[src/rtl/bdd_cfg.svh]
// field positions, encodings, offsets, reset values and cycle counts of the decoder
`ifndef BDD_CFG_SVH
`define BDD_CFG_SVH

// ------------------------------------------------------------
// instruction word fields
// ------------------------------------------------------------
`define BDD_COND_HI        31
`define BDD_COND_LO        28
`define BDD_FMT_HI         27
`define BDD_FMT_LO         25
`define BDD_FMT_JUMP       3'h5
`define BDD_DP_FMT_HI      27
`define BDD_DP_FMT_LO      26
`define BDD_FMT_DP         2'h0
`define BDD_LINK_BIT       24
`define BDD_OFFSET_HI      23
`define BDD_OFFSET_LO      0
`define BDD_IMM_BIT        25
`define BDD_OPC_HI         24
`define BDD_OPC_LO         21
`define BDD_FLAG_BIT       20
`define BDD_FIRST_HI       19
`define BDD_FIRST_LO       16
`define BDD_DEST_HI        15
`define BDD_DEST_LO        12
`define BDD_OP2_HI         11
`define BDD_OP2_LO         0

// ------------------------------------------------------------
// condition codes, address arithmetic and test opcode range
// ------------------------------------------------------------
`define BDD_COND_ALWAYS    4'hE
`define BDD_COND_RESERVED  4'hF
`define BDD_PREFETCH_BYTES 32'h8
`define BDD_NEXT_BYTES     32'h4
`define BDD_TEST_LO        4'h8
`define BDD_TEST_HI        4'hB

// ------------------------------------------------------------
// jump cost: sequential and non-sequential cycles
// ------------------------------------------------------------
`define BDD_JUMP_SEQ       2
`define BDD_JUMP_NONSEQ    1

// ------------------------------------------------------------
// register port map and reset values
// ------------------------------------------------------------
`define BDD_REG_CTRL       8'h00
`define BDD_REG_STATUS     8'h04
`define BDD_REG_TARGET     8'h08
`define BDD_CTRL_RESET     1'h0
`define BDD_COUNT_RESET    16'h0000

`endif

[src/rtl/bdd_pkg.sv]
// types shared by the jump and data processing decoder
package bdd_pkg;

   // ---------------------------------------------------------
   // operation codes, in encoding order
   // ---------------------------------------------------------
   typedef enum logic [3:0] {
      and_op, xor_op, minus_op, reverse_minus_op,
      add_op, add_carry_op, minus_borrow_op, reverse_minus_borrow_op,
      test_and_op, test_xor_op, compare_op, compare_negated_op,
      or_op, copy_op, clear_bits_op, copy_inverted_op
   } bdd_opcode_t;

   // ---------------------------------------------------------
   // sequencer states and bus cycle kinds
   // ---------------------------------------------------------
   typedef enum logic [1:0] {st_idle, st_jump_n, st_jump_s1, st_jump_s2} bdd_state_t;
   typedef enum logic [1:0] {cyc_none, cyc_seq, cyc_nonseq} bdd_cycle_t;

   // ---------------------------------------------------------
   // carriers
   // ---------------------------------------------------------
   typedef struct packed {
      logic n;
      logic z;
      logic c;
      logic v;
   } bdd_flags_t;

   typedef struct packed {
      bdd_opcode_t opcode;
      logic [3:0]  first_operand_reg;
      logic [3:0]  dest_reg;
      logic        imm_sel;
      logic        flag_update;
      logic        dest_write;
      logic [11:0] operand2;
   } bdd_dp_t;

endpackage

[src/rtl/bdd_cond_check.sv]
// condition field evaluation against the status word flags
`timescale 1ns/100ps
`include "bdd_cfg.svh"

module bdd_cond_check (
   // condition and flags
   input  wire logic [3:0]         cond_in,
   input  wire bdd_pkg::bdd_flags_t flags_in,
   input  wire logic               reserved_exec_in,
   // verdict
   output logic                    pass_out
);

   // ---------------------------------------------------------
   // fifteen defined conditions
   // ---------------------------------------------------------
   always_comb begin
      unique case (cond_in)
         4'h0:    pass_out = flags_in.z;
         4'h1:    pass_out = !flags_in.z;
         4'h2:    pass_out = flags_in.c;
         4'h3:    pass_out = !flags_in.c;
         4'h4:    pass_out = flags_in.n;
         4'h5:    pass_out = !flags_in.n;
         4'h6:    pass_out = flags_in.v;
         4'h7:    pass_out = !flags_in.v;
         4'h8:    pass_out = flags_in.c && !flags_in.z;
         4'h9:    pass_out = !flags_in.c || flags_in.z;
         4'hA:    pass_out = flags_in.n == flags_in.v;
         4'hB:    pass_out = flags_in.n != flags_in.v;
         4'hC:    pass_out = !flags_in.z && (flags_in.n == flags_in.v);
         4'hD:    pass_out = flags_in.z || (flags_in.n != flags_in.v);
         4'hE:    pass_out = 1'b1;
         // reserved code: software picks its fate, code must not lean on it
         4'hF:    pass_out = reserved_exec_in;
      endcase
   end

endmodule

[src/rtl/bdd_dp_fields.sv]
// field extraction for the data processing format
`timescale 1ns/100ps
`include "bdd_cfg.svh"

module bdd_dp_fields (
   // instruction
   input  wire logic [31:0]     instr_in,
   input  wire logic            pass_in,
   // decoded fields
   output bdd_pkg::bdd_dp_t     dp_out
);

   // ---------------------------------------------------------
   // test and compare forms never write back
   // ---------------------------------------------------------
   function automatic logic is_test(input logic [3:0] opc);
      is_test = (opc >= `BDD_TEST_LO) && (opc <= `BDD_TEST_HI);
   endfunction

   always_comb begin
      dp_out.opcode            = bdd_pkg::bdd_opcode_t'(instr_in[`BDD_OPC_HI:`BDD_OPC_LO]);
      dp_out.first_operand_reg = instr_in[`BDD_FIRST_HI:`BDD_FIRST_LO];
      dp_out.dest_reg          = instr_in[`BDD_DEST_HI:`BDD_DEST_LO];
      dp_out.imm_sel           = instr_in[`BDD_IMM_BIT];
      dp_out.flag_update       = pass_in && instr_in[`BDD_FLAG_BIT];
      dp_out.dest_write        = pass_in &&
                                 !is_test(instr_in[`BDD_OPC_HI:`BDD_OPC_LO]);
      dp_out.operand2          = instr_in[`BDD_OP2_HI:`BDD_OP2_LO];
   end

endmodule

[src/rtl/bdd_core.sv]
// jump and data processing decode and execute control, with its register port
`timescale 1ns/100ps
`include "bdd_cfg.svh"

module bdd_core (
   // clock and reset
   input  wire logic                clk_sys_in,
   input  wire logic                reset_in,
   // fetch side
   input  wire logic                instr_valid_in,
   input  wire logic [31:0]         instr_in,
   input  wire logic [31:0]         instr_addr_in,
   output logic                     ready_out,
   // status word
   input  wire bdd_pkg::bdd_flags_t flags_in,
   input  wire logic [4:0]          mode_in,
   // jump side
   output logic                     redirect_out,
   output logic [31:0]              target_out,
   output bdd_pkg::bdd_cycle_t      cycle_kind_out,
   // link register write
   output logic                     link_we_out,
   output logic [4:0]               link_bank_out,
   output logic [31:0]              link_data_out,
   // data processing decode
   output logic                     dp_valid_out,
   output bdd_pkg::bdd_dp_t         dp_out,
   output logic                     skipped_out,
   // register port
   input  wire logic [7:0]          reg_addr_in,
   input  wire logic [31:0]         reg_wdata_in,
   input  wire logic                reg_wr_in,
   input  wire logic                reg_rd_in,
   output logic [31:0]              reg_rdata_out
);

   // ---------------------------------------------------------
   // state
   // ---------------------------------------------------------
   typedef struct packed {
      bdd_pkg::bdd_state_t state;
      logic                redirect;
      logic [31:0]         target;
      bdd_pkg::bdd_cycle_t kind;
      logic                link_we;
      logic [4:0]          link_bank;
      logic [31:0]         link_data;
      logic                dp_valid;
      bdd_pkg::bdd_dp_t    dp;
      logic                skipped;
      logic                reserved_exec;
      logic [15:0]         jump_count;
      logic [31:0]         rdata;
   } bdd_core_state_t;

   bdd_core_state_t  s;
   bdd_core_state_t  next_s;
   logic             take;
   logic             pass;
   logic             is_jump;
   logic             is_dp;
   bdd_pkg::bdd_dp_t dp_dec;

   // ---------------------------------------------------------
   // address arithmetic
   // ---------------------------------------------------------
   function automatic logic [31:0] jump_target(input logic [31:0] addr, input logic [31:0] word);
      logic [31:0] offs;
      offs = {{6{word[`BDD_OFFSET_HI]}}, word[`BDD_OFFSET_HI:`BDD_OFFSET_LO], 2'h0};
      jump_target = addr + `BDD_PREFETCH_BYTES + offs;
   endfunction

   function automatic logic [31:0] return_addr(input logic [31:0] addr);
      logic [31:0] nxt;
      // pc+8 minus one word gives the follower
      nxt = addr + `BDD_NEXT_BYTES;
      return_addr = {nxt[31:2], 2'h0};
   endfunction

   // ---------------------------------------------------------
   // decode
   // ---------------------------------------------------------
   bdd_cond_check u_cond (
      .cond_in          (instr_in[`BDD_COND_HI:`BDD_COND_LO]),
      .flags_in         (flags_in),
      .reserved_exec_in (s.reserved_exec),
      .pass_out         (pass)
   );

   bdd_dp_fields u_dp (
      .instr_in (instr_in),
      .pass_in  (pass),
      .dp_out   (dp_dec)
   );

   assign ready_out = (s.state == bdd_pkg::st_idle);
   assign take      = instr_valid_in && ready_out;
   assign is_jump   = (instr_in[`BDD_FMT_HI:`BDD_FMT_LO] == `BDD_FMT_JUMP);
   assign is_dp     = (instr_in[`BDD_DP_FMT_HI:`BDD_DP_FMT_LO] == `BDD_FMT_DP);

   // ---------------------------------------------------------
   // next state
   // ---------------------------------------------------------
   always_comb begin
      next_s          = s;
      next_s.redirect = 1'b0;
      next_s.link_we  = 1'b0;
      next_s.dp_valid = 1'b0;
      next_s.skipped  = 1'b0;
      next_s.rdata    = 32'h0;
      unique case (s.state)
         bdd_pkg::st_idle: begin
            next_s.kind = bdd_pkg::cyc_none;
            if (take && !pass) begin
               next_s.skipped = 1'b1;
            end else if (take && is_jump) begin
               // refill fetch is the non-sequential cycle, two sequential follow
               next_s.state      = bdd_pkg::st_jump_n;
               next_s.kind       = bdd_pkg::cyc_nonseq;
               next_s.redirect   = 1'b1;
               next_s.target     = jump_target(instr_addr_in, instr_in);
               next_s.jump_count = s.jump_count + 16'h0001;
               if (instr_in[`BDD_LINK_BIT]) begin
                  next_s.link_we   = 1'b1;
                  next_s.link_bank = mode_in;
                  next_s.link_data = return_addr(instr_addr_in);
               end
            end else if (take && is_dp) begin
               next_s.dp_valid = 1'b1;
               next_s.dp       = dp_dec;
            end
         end
         bdd_pkg::st_jump_n: begin
            next_s.state = bdd_pkg::st_jump_s1;
            next_s.kind  = bdd_pkg::cyc_seq;
         end
         bdd_pkg::st_jump_s1: begin
            next_s.state = bdd_pkg::st_jump_s2;
            next_s.kind  = bdd_pkg::cyc_seq;
         end
         bdd_pkg::st_jump_s2: begin
            next_s.state = bdd_pkg::st_idle;
            next_s.kind  = bdd_pkg::cyc_none;
         end
      endcase
      if (reg_wr_in && reg_addr_in == `BDD_REG_CTRL) begin
         next_s.reserved_exec = reg_wdata_in[0];
      end
      if (reg_rd_in) begin
         unique case (reg_addr_in)
            `BDD_REG_CTRL:   next_s.rdata = {31'h0, s.reserved_exec};
            `BDD_REG_STATUS: next_s.rdata = {15'h0, !ready_out, s.jump_count};
            `BDD_REG_TARGET: next_s.rdata = s.target;
            default:         next_s.rdata = 32'h0;
         endcase
      end
   end

   // ---------------------------------------------------------
   // registers
   // ---------------------------------------------------------
   always_ff @(posedge clk_sys_in) begin
      if (reset_in) begin
         s               <= '0;
         s.state         <= bdd_pkg::st_idle;
         s.kind          <= bdd_pkg::cyc_none;
         s.reserved_exec <= `BDD_CTRL_RESET;
         s.jump_count    <= `BDD_COUNT_RESET;
      end else begin
         s <= next_s;
      end
   end

   assign redirect_out   = s.redirect;
   assign target_out     = s.target;
   assign cycle_kind_out = s.kind;
   assign link_we_out    = s.link_we;
   assign link_bank_out  = s.link_bank;
   assign link_data_out  = s.link_data;
   assign dp_valid_out   = s.dp_valid;
   assign dp_out         = s.dp;
   assign skipped_out    = s.skipped;
   assign reg_rdata_out  = s.rdata;
endmodule

[config.mk]
export PLATFORM = sky130hd
export DESIGN_NAME = bdd_core
export DESIGN_NICKNAME = d
export VERILOG_FILES = /design/src/rtl/bdd_pkg.sv /design/src/rtl/bdd_cond_check.sv /design/src/rtl/bdd_dp_fields.sv /design/src/rtl/bdd_core.sv
export VERILOG_INCLUDE_DIRS = /design/src /design/src/rtl
export SDC_FILE = /design/constraint.sdc
export NUM_CORES = 1
export LEC_CHECK = 0
export BUFFER_PORTS_ARGS = -buffer_cell sky130_fd_sc_hd__buf_4
export CORE_ASPECT_RATIO = 0.9
export CORE_MARGIN = 2
export CORE_UTILIZATION = 53
export CTS_CLUSTER_SIZE = 8
export DETAILED_ROUTE_END_ITERATION = 7
export MAX_ROUTING_LAYER = met4
export PLACE_DENSITY = 0.8
export SLEW_MARGIN = 20
export SYNTH_ARGS = -nofsm -noshare
export SYNTH_HDL_FRONTEND = slang
export SYNTH_SLANG_ARGS = --single-unit
[constraint.sdc]
create_clock -name clk_sys_in -period 4 [get_ports clk_sys_in]
set_clock_uncertainty 0.05 [all_clocks]
set_input_delay 0.8 -clock clk_sys_in [delete_from_list [all_inputs] [get_ports clk_sys_in]]
set_output_delay 0.8 -clock clk_sys_in [all_outputs]
set_load 0.02 [all_outputs]
==> run summary, run 1 <==
The mean cell area of the mapped netlist works out to 8.63 sq um. The number of antenna violations at the first check in global routing came out at 0. The tools report the launching element of the worst setup path as instr_addr_in[3]. The number of flip-flops and latches in the synthesized netlist was 151; the portion of synthesized cell area occupied by the leading cell type was 33.7%.

Detailed-route wire length: 21200 um. CTS built an H-tree with a depth of 4. Number of buffers added on ports: 219. The combined global-route utilization of all metal layers was 24.0%. Derived from the worst setup path, the maximum achievable clock frequency is 301 MHz. The initial utilization of the core area, before any placement, comes to 53.7%. The tools report the worst ir drop on vdd as 0.317 mV. No sink is reached through more buffers than the 2 on the longest clock path.

The congestion estimate from routability-driven global placement came to 0.928. The fraction of the cycle the final worst path needs was 83.1%. The worst register-to-register path begins at s[151]$_SDFFE_PP0P_. The floorplan step defined a core boundary enclosing 16700 sq um. The finished cells cover 10400 sq um. The logs give 463 for the iteration-0 DRC count of the detailed router and 1294 for the final-stage net count. In this run the cell area measured after placement is 9820 sq um. In this run, post-CTS repair resized a total of 0 instances.

Counting cells, the worst reg-to-reg path comes to 8. Setup repair after global routing left no endpoint under its margin. The critical path is of the primary input to register type.

The total overflow left after global routing is 0. The run gives 15600 um as the HPWL after detailed placement. In this run the critical register-to-register path is captured at target_out[30]$_SDFFE_PP0P_. For the data arrival time of the worst path, the log shows 3.56 ns. The post-route netlist has 25.8% of its cells at a drive strength greater than 1. The run gives 73 as the maximum number of pins on one net before global-route repair. At the worst endpoint, the required time is 4.23 ns.

The power density over cell area was 368 nW/um^2. The tool flagged a number of max-cap violations equal to 0. Measured slew at the worst slew-check pin: 0.808 ns. For the number of placement rows, the log shows 45. The cell sitting at the root of the clock tree is a sky130_fd_sc_hd__clkbuf_16. For the final routed database, the setup TNS stands at 0 ns.

Counting flops with an async set or reset pin after synthesis yields a share of 0%. The via count of the first global-routing pass came out at 6868. The clock net in this run drives a total of 151 sinks. The vias after detailed routing came out at 7292. The number of vias per cell after detailed routing was 5.45.

The number of different library cells used by synthesis comes to 64. For this design the static power due to leakage is 4.42 nW. For the hold-fix buffer count after cts, the log shows 0. The clock insertion delay at the later pin of the skew report was 0.43 ns; the iteration count of the initial detailed-routing pass was 5. The worst setup path is captured at a register. The run gives 8970 sq um as the netlist area before placement. TritonCTS built the clock tree.

The time the final worst path needs with I/O delays and setup is 3.32 ns, and the least setup slack across all paths after layout is 0.677 ns. The pre-CTS setup slack came out at 0.263 ns. The I/O pin count was 253.

The number of clock buffers added by TritonCTS is 17. The critical path ends at target_out[23]$_SDFFE_PP0P_. The die is 127 um tall.

The number of flops mapped to enable cells by yosys was 0; the mean routed wirelength per cell was 15.9 um. The cell taking the most area after synthesis was sky130_fd_sc_hd__dfxtp_1. In this run the post-CTS setup repair buffer count came out at 0. Most common cell after layout, fill and taps aside: sky130_fd_sc_hd__buf_4. The gate count of the mapped netlist is 1040. The top cell types in the final layout, fill and taps aside, are 228 x sky130_fd_sc_hd__buf_4, 151 x sky130_fd_sc_hd__dfxtp_1, 125 x sky130_fd_sc_hd__nor2_1. First-pass GRT wire length: 33600 um. The launching element type of the critical path was a primary input. The remaining antenna violation count after routing came out at 0.

The clock transition at the registers of the reported paths is 0.07 ns, and the count of final setup violators is 0. The flow ran to the end, and the final reports show no timing, DRC or antenna violations. The area added between synthesis and finish was 16.0%; the Yosys warning count was 0. Core utilization of the finished layout: 62.2%.

The commonest register cell after synthesis was sky130_fd_sc_hd__dfxtp_1. For the max-slew violation count, the log shows 0. In the routed design, unresolved DRC markers number 0. The die covers 18000 sq um. The horizontal die dimension came out at 141 um. Sorting the synthesized cells by area gives the leading types as sky130_fd_sc_hd__dfxtp_1 34%, sky130_fd_sc_hd__buf_4 11%, sky130_fd_sc_hd__ha_1 8.6%.

For flop-to-flop paths, the worst setup slack is 1.10 ns. The run gives 0 as the count of inserted antenna diode cells. Type of the tightest min-delay check: register to register. The maximum fanout along the worst path was 4.

The logs give 0 for the total count of hold-check failures in the final report and 33.7% for the sequential fraction of the synthesis area. The worst pin sits at a relative slew slack of 46.0%.
-- synthesized netlist by cell type, types with 18 or more instances --
master / number
sky130_fd_sc_hd__clkbuf_1: 29
sky130_fd_sc_hd__nor2_1: 125
sky130_fd_sc_hd__buf_4: 132
sky130_fd_sc_hd__and3_1: 32
sky130_fd_sc_hd__dfxtp_1: 151
sky130_fd_sc_hd__xnor2_1: 44
sky130_fd_sc_hd__mux2i_1: 40
sky130_fd_sc_hd__a211oi_1: 20
sky130_fd_sc_hd__nor3_1: 18
sky130_fd_sc_hd__inv_1: 20
sky130_fd_sc_hd__nand2_1: 87
sky130_fd_sc_hd__xor2_1: 23
sky130_fd_sc_hd__ha_1: 62
sky130_fd_sc_hd__a211oi_2: 18
sky130_fd_sc_hd__nand3_1: 34
sky130_fd_sc_hd__a21oi_1: 54
-- cell type report --
class | instances | area (sq um)
fillers | 1408 | 6310
multi-input cells | 691 | 4680
flip-flops and latches | 151 | 3020
repair buffers | 231 | 1770
clock buffers | 18 | 429
well taps | 211 | 264
clock inverters | 14 | 163
inverters | 21 | 78.8
-- kinds of logic after synthesis --
group / share of synthesized area, %
AOI/OAI and AO/OA: 13.1
adders and majority gates: 8.87
DFF: 33.7
and+or+nand+nor: 18.6
muxes: 4.46
xor gates and xnor gates: 6.72
buffers and inverters: 14.5
other: 0.0418
-- power breakdown --
| group | internal, mW | switching, mW | total (mW) | leakage, nW |
|---|---|---|---|---|
| registers | 1.53 | 0.0154 | 1.54 | 1.22 |
| logic | 0.283 | 0.370 | 0.653 | 2.92 |
| clock network | 0.937 | 0.703 | 1.64 | 0.282 |
-- state kept, by name, summed over array words and instances, names as in the netlist --
name	count
redirect_out	1
link_bank_out	5
s	19
skipped_out	1
target_out	32
dp_out	27
link_data_out	30
cycle_kind_out	2
dp_valid_out	1
reg_rdata_out	32
link_we_out	1
-- worst min-delay path by stage --
stage / slack (ns) / to / from / cells after the start
2_1_floorplan: 0.39 / target_out[17]$_SDFFE_PP0P_ / target_out[17]$_SDFFE_PP0P_ / 2
3_3_place_gp: 0.40 / target_out[17]$_SDFFE_PP0P_ / target_out[17]$_SDFFE_PP0P_ / 2
3_5_place_dp: 0.42 / target_out[12]$_SDFFE_PP0P_ / target_out[12]$_SDFFE_PP0P_ / 2
4_1_cts: 0.43 / target_out[12]$_SDFFE_PP0P_ / target_out[12]$_SDFFE_PP0P_ / 2
5_1_grt: 0.45 / target_out[13]$_SDFFE_PP0P_ / target_out[13]$_SDFFE_PP0P_ / 2
6_report: 0.43 / target_out[26]$_SDFFE_PP0P_ / target_out[26]$_SDFFE_PP0P_ / 2
-- worst max-delay path, cell delays in order --
cell	delay [ns]
sky130_fd_sc_hd__buf_4	0.12
sky130_fd_sc_hd__inv_1	0.08
sky130_fd_sc_hd__ha_1	0.23
sky130_fd_sc_hd__inv_1	0.06
sky130_fd_sc_hd__ha_1	0.18
sky130_fd_sc_hd__inv_1	0.06
sky130_fd_sc_hd__fa_1	0.40
sky130_fd_sc_hd__nor2b_1	0.18
sky130_fd_sc_hd__o31ai_1	0.12
sky130_fd_sc_hd__a31oi_1	0.29
sky130_fd_sc_hd__or2_1	0.24
sky130_fd_sc_hd__a211oi_1	0.13
sky130_fd_sc_hd__or4b_1	0.48
sky130_fd_sc_hd__nand4_1	0.11
sky130_fd_sc_hd__a21oi_1	0.07
-- stage by stage --
| step | hold WS (ns) | cells | total power, mW |
|---|---|---|---|
| after floorplan | 0.391 | 1041 | 2.03 |
| after global placement | 0.403 | 1305 | 2.21 |
| after detailed placement | 0.422 | 1305 | 2.22 |
| after CTS | 0.431 | 1337 | 3.86 |
| after global routing | 0.450 | 1337 | 3.98 |
| final | 0.429 | 1337 | 3.83 |
-- layer usage --
layer	track usage [%]	share of wire, %
met4	7.71	1.9
met1	31.0	46
met5	-	0
met2	37.5	45
met3	5.43	6.8
Note: power is estimated with default switching activity, not from simulation.
==> run 2: changes to the inputs <==
Settings changed: ABC_AREA set to 1, CORE_UTILIZATION 53 to 55, PLACE_DENSITY 0.8 to 0.81.
Clock period 4 ns to 3.15 ns, I/O delays scaled along.
==> run 2 against run 1 <==
Critical path depth increased by 4. Design area up 12%. Sequential share of layout area is 3.1 points lower. Largest cell class unchanged.
==> run summary, run 2 <==
Fill cells in the final layout number 1773. The tools report the sequential fraction of the synthesis area as 29.7%. Max-cap violations in this run came to 0. Across the whole layout, storage elements account for 3020 sq um.

Post-CTS repair changed the size of 0 cells. The total count of hold-check failures in the final report is 0. I/O pin count: 253. Via count of the first global-routing pass: 8848. The required time at the worst-slack endpoint is 3.42 ns.

TritonCTS built the clock tree. The largest total area in the synthesized netlist belongs to sky130_fd_sc_hd__dfxtp_1. The max-slew violation count was 0; the headroom to the max-slew limit was 46.7%.

In this run the worst hold path is classified as primary input to register. The tools report the data arrival time of the worst path as 2.91 ns. The commonest cells after synthesis are 464 x sky130_fd_sc_hd__nand2_1, 217 x sky130_fd_sc_hd__nor2_1, 165 x sky130_fd_sc_hd__inv_1. Dominant cell type by count on the critical path: sky130_fd_sc_hd__nand2_1. Setup violations remaining at the end of the flow were counted as 0. The least setup slack across all paths after layout is 0.508 ns. The number of flops mapped to enable cells by yosys works out to 0.

In the global route stage, met1 resource usage came out at 38.7%. The tools report the launching element type of the critical path as a primary input. The total overflow left after global routing is 0.

The number of sinks driven by the clock tree was 151; the number of buffers added on ports was 219. The longest individual stage delay on the worst path came out at 0.41 ns. The H-tree generated during clock tree synthesis spans 4 levels. met2 is the most crowded layer. Vias after detailed routing: 9501. Among all flip-flop cells after synthesis, the most frequent one is sky130_fd_sc_hd__dfxtp_1. The Yosys warning count was 0. The initial standard-cell utilization of the core is 55.8%.

The share of final-layout standard cells stronger than drive strength 1 is 16.7%, and the netlist area before placement is 10200 sq um. Most common cell in the synthesized netlist: sky130_fd_sc_hd__nand2_1. Dividing the final minimum period by the clock period gives 83.9%. Averaged over all synthesized cells, the footprint is 6.55 sq um. The run finished with clean final reports. Wires add up to 28300 um. The die is 147 um wide. For this run, asynchronously set or reset flops after synthesis account for 0%.

The area growth from synthesis to layout is 14.5%. After clock tree synthesis, the clock-pin slew on the worst setup and hold paths is 0.07 ns. The number of flip-flops and latches in the synthesized netlist works out to 151. By area the synthesized netlist is led by sky130_fd_sc_hd__dfxtp_1 30%, sky130_fd_sc_hd__nand2_1 17%, sky130_fd_sc_hd__buf_4 9.8%.

The clock insertion delay at the later pin of the skew report is 0.43 ns, and the gate count of the mapped netlist is 1554. The clock passes through at most 2 buffers. Timing would allow up to 379 MHz. The tools report the count of inserted antenna diode cells as 0. Leaving out fill and tap cells, the most frequent cells in the layout are 464 x sky130_fd_sc_hd__nand2_1, 231 x sky130_fd_sc_hd__buf_4, 217 x sky130_fd_sc_hd__nor2_1. In this run, distinct cell masters in the synthesized netlist total 38. The total leakage power is 5.77 nW. Across the VDD grid, the largest voltage drop is 0.367 mV. Setup total negative slack on the finished layout was measured at 0 ns.

The core utilization of the finished layout is 63.9%, and the pre-CTS setup slack is 0.108 ns. The category of the worst setup path capture point was a register. In this run, the number of DRC markers left after iteration 0 of detailed routing was 619.

The root buffer cell chosen for the clock tree is sky130_fd_sc_hd__clkbuf_16. Setup repair after global routing left no endpoint under its margin. Dividing the detail-routed wire length by the instance count gives 14.9 um. The area of the core region is 18200 sq um, and the number of buffers inserted during clock tree synthesis is 17. The run gives 5.72% as the met3 usage. Row generation in the floorplan step produced 47 rows. In this run the vertical extent of the chip is 133 um.

In the routed design, unresolved DRC markers number 0. The multi-input combinational cells in the finished layout cover a total of 5280 sq um. The library cell used most frequently in the layout, excluding fill and tap cells, is sky130_fd_sc_hd__nand2_1.

The type of the worst setup path was primary input to register. The combined global-route utilization of all metal layers was 29.7%; the placer congestion estimate was 0.940. The logs give 22100 um for the HPWL after detailed placement and 1817 for the final-stage net count. The synthesized design devotes to its leading area cell type 29.7% of total area.

The hold-fix buffer count after cts is 0, and the time the final worst path needs with I/O delays and setup is 2.64 ns. The die covers 19600 sq um. The tools report the first-pass GRT wire length as 45000 um.

Once detail routing completed, the nets flagged for antenna violations numbered 0. Slowest stage cell on the critical path: sky130_fd_sc_hd__fa_1. Entering global routing, the biggest net connects 74 pins.

In this run the post-CTS setup repair buffer count came out at 0. For this run, global-route usage on met2 was measured as 47.2%. The number of antenna violations at the first check in global routing is 0, and the measured slew at the worst slew-check pin is 0.800 ns. The power density over cell area was 454 nW/um^2.

Number of vias per cell after detailed routing: 5.02. Along the worst path, the maximum fanout reaches 5. The critical path goes through buf_4, inv_1, ha_1, inv_1, ha_1, inv_1, fa_1, inv_1, nand3_1, nand2_1, nand2_1, nand2_1, nand2_1, nand2_1, nand2_1, nand2_1, nand2_1, a21oi_1, nor2_1.

The iteration count of the initial detailed-routing pass is 5.
## run 2: cell count changes in the layout (fill, tap and decap cells not counted), sizes merged, moves of 9 or more
cell	before	now
nand2	87	465
inv	28	176
nor2	126	218
a21oi	54	100
mux2i	40	0
a211oi	38	0
and3	32	1
nand3	34	58
xnor2	45	21
o21ai	16	38
nand4	5	16
a21o	10	0
xor2	23	32
## run 2: cell type report
type / instances / share of cell area (%)
multi-input combinational: 1063 / 45.4
sequential: 151 / 26.0
timing repair buffer: 233 / 15.2
inverter: 170 / 5.48
clock buffer: 20 / 3.92
tap: 245 / 2.63
clock inverter: 12 / 1.38
## run 2: path summary, 6_finish.rpt
kind,from,endpoint,slack (ns),cells after the start
max,instr_in[1],target_out[29]$_SDFFE_PP0P_,0.51,19
min,mode_in[3],link_bank_out[3]$_SDFFE_PP0P_,0.37,3
max reg2reg,s[151]$_SDFFE_PP0P_,link_data_out[22]$_SDFFE_PP0P_,0.87,13
min reg2reg,target_out[21]$_SDFFE_PP0P_,reg_rdata_out[21]$_SDFF_PP0_,0.41,2
## run 2: critical path: cells and delay by family
kind | cells | cell delay, ns
buffers and inverters | 5 | 0.37
and+or+nand+nor | 10 | 0.89
adders and majority gates | 3 | 0.89
AOI/OAI and AO/OA | 1 | 0.12
## run 2: stage by stage
| stage | cells | hold slack (ns) | instance area (sq um) | total power [mW] |
|---|---|---|---|---|
| finish | 1894 | 0.371 | 11600 | 5.28 |
| floorplan | 1555 | 0.384 | 10200 | 2.82 |
| global placement | 1862 | 0.404 | 11000 | 3.15 |
| CTS | 1894 | 0.364 | 11600 | 5.30 |
| global route | 1894 | 0.367 | 11600 | 5.53 |
| detailed placement | 1862 | 0.400 | 11000 | 3.17 |
## run 2: cells by family after synthesis
kind of cell	after synthesis	share of synthesized area (%)
and+or+nand+nor	785	31.1
buffers and inverters	341	18.4
AOI/OAI and AO/OA	160	8.43
DFF	151	29.7
adders and majority gates	63	7.82
xor gates and xnor gates	53	4.56
other	1	0.0369
## run 2: report_power, final
group,switching (mW),leakage (nW),internal (mW)
combinational,0.716,4.25,0.421
clock,0.898,0.303,1.24
sequential,0.0362,1.22,1.97
## run 2: per-layer routing
metal / share of wire, % / vias up / routed length [um]
li1: - / 4892 / -
met1: 45 / 4250 / 12800
met2: 46 / 327 / 13100
met3: 6.7 / 32 / 1880
met4: 1.8 / 0 / 522
met5: 0 / - / 0
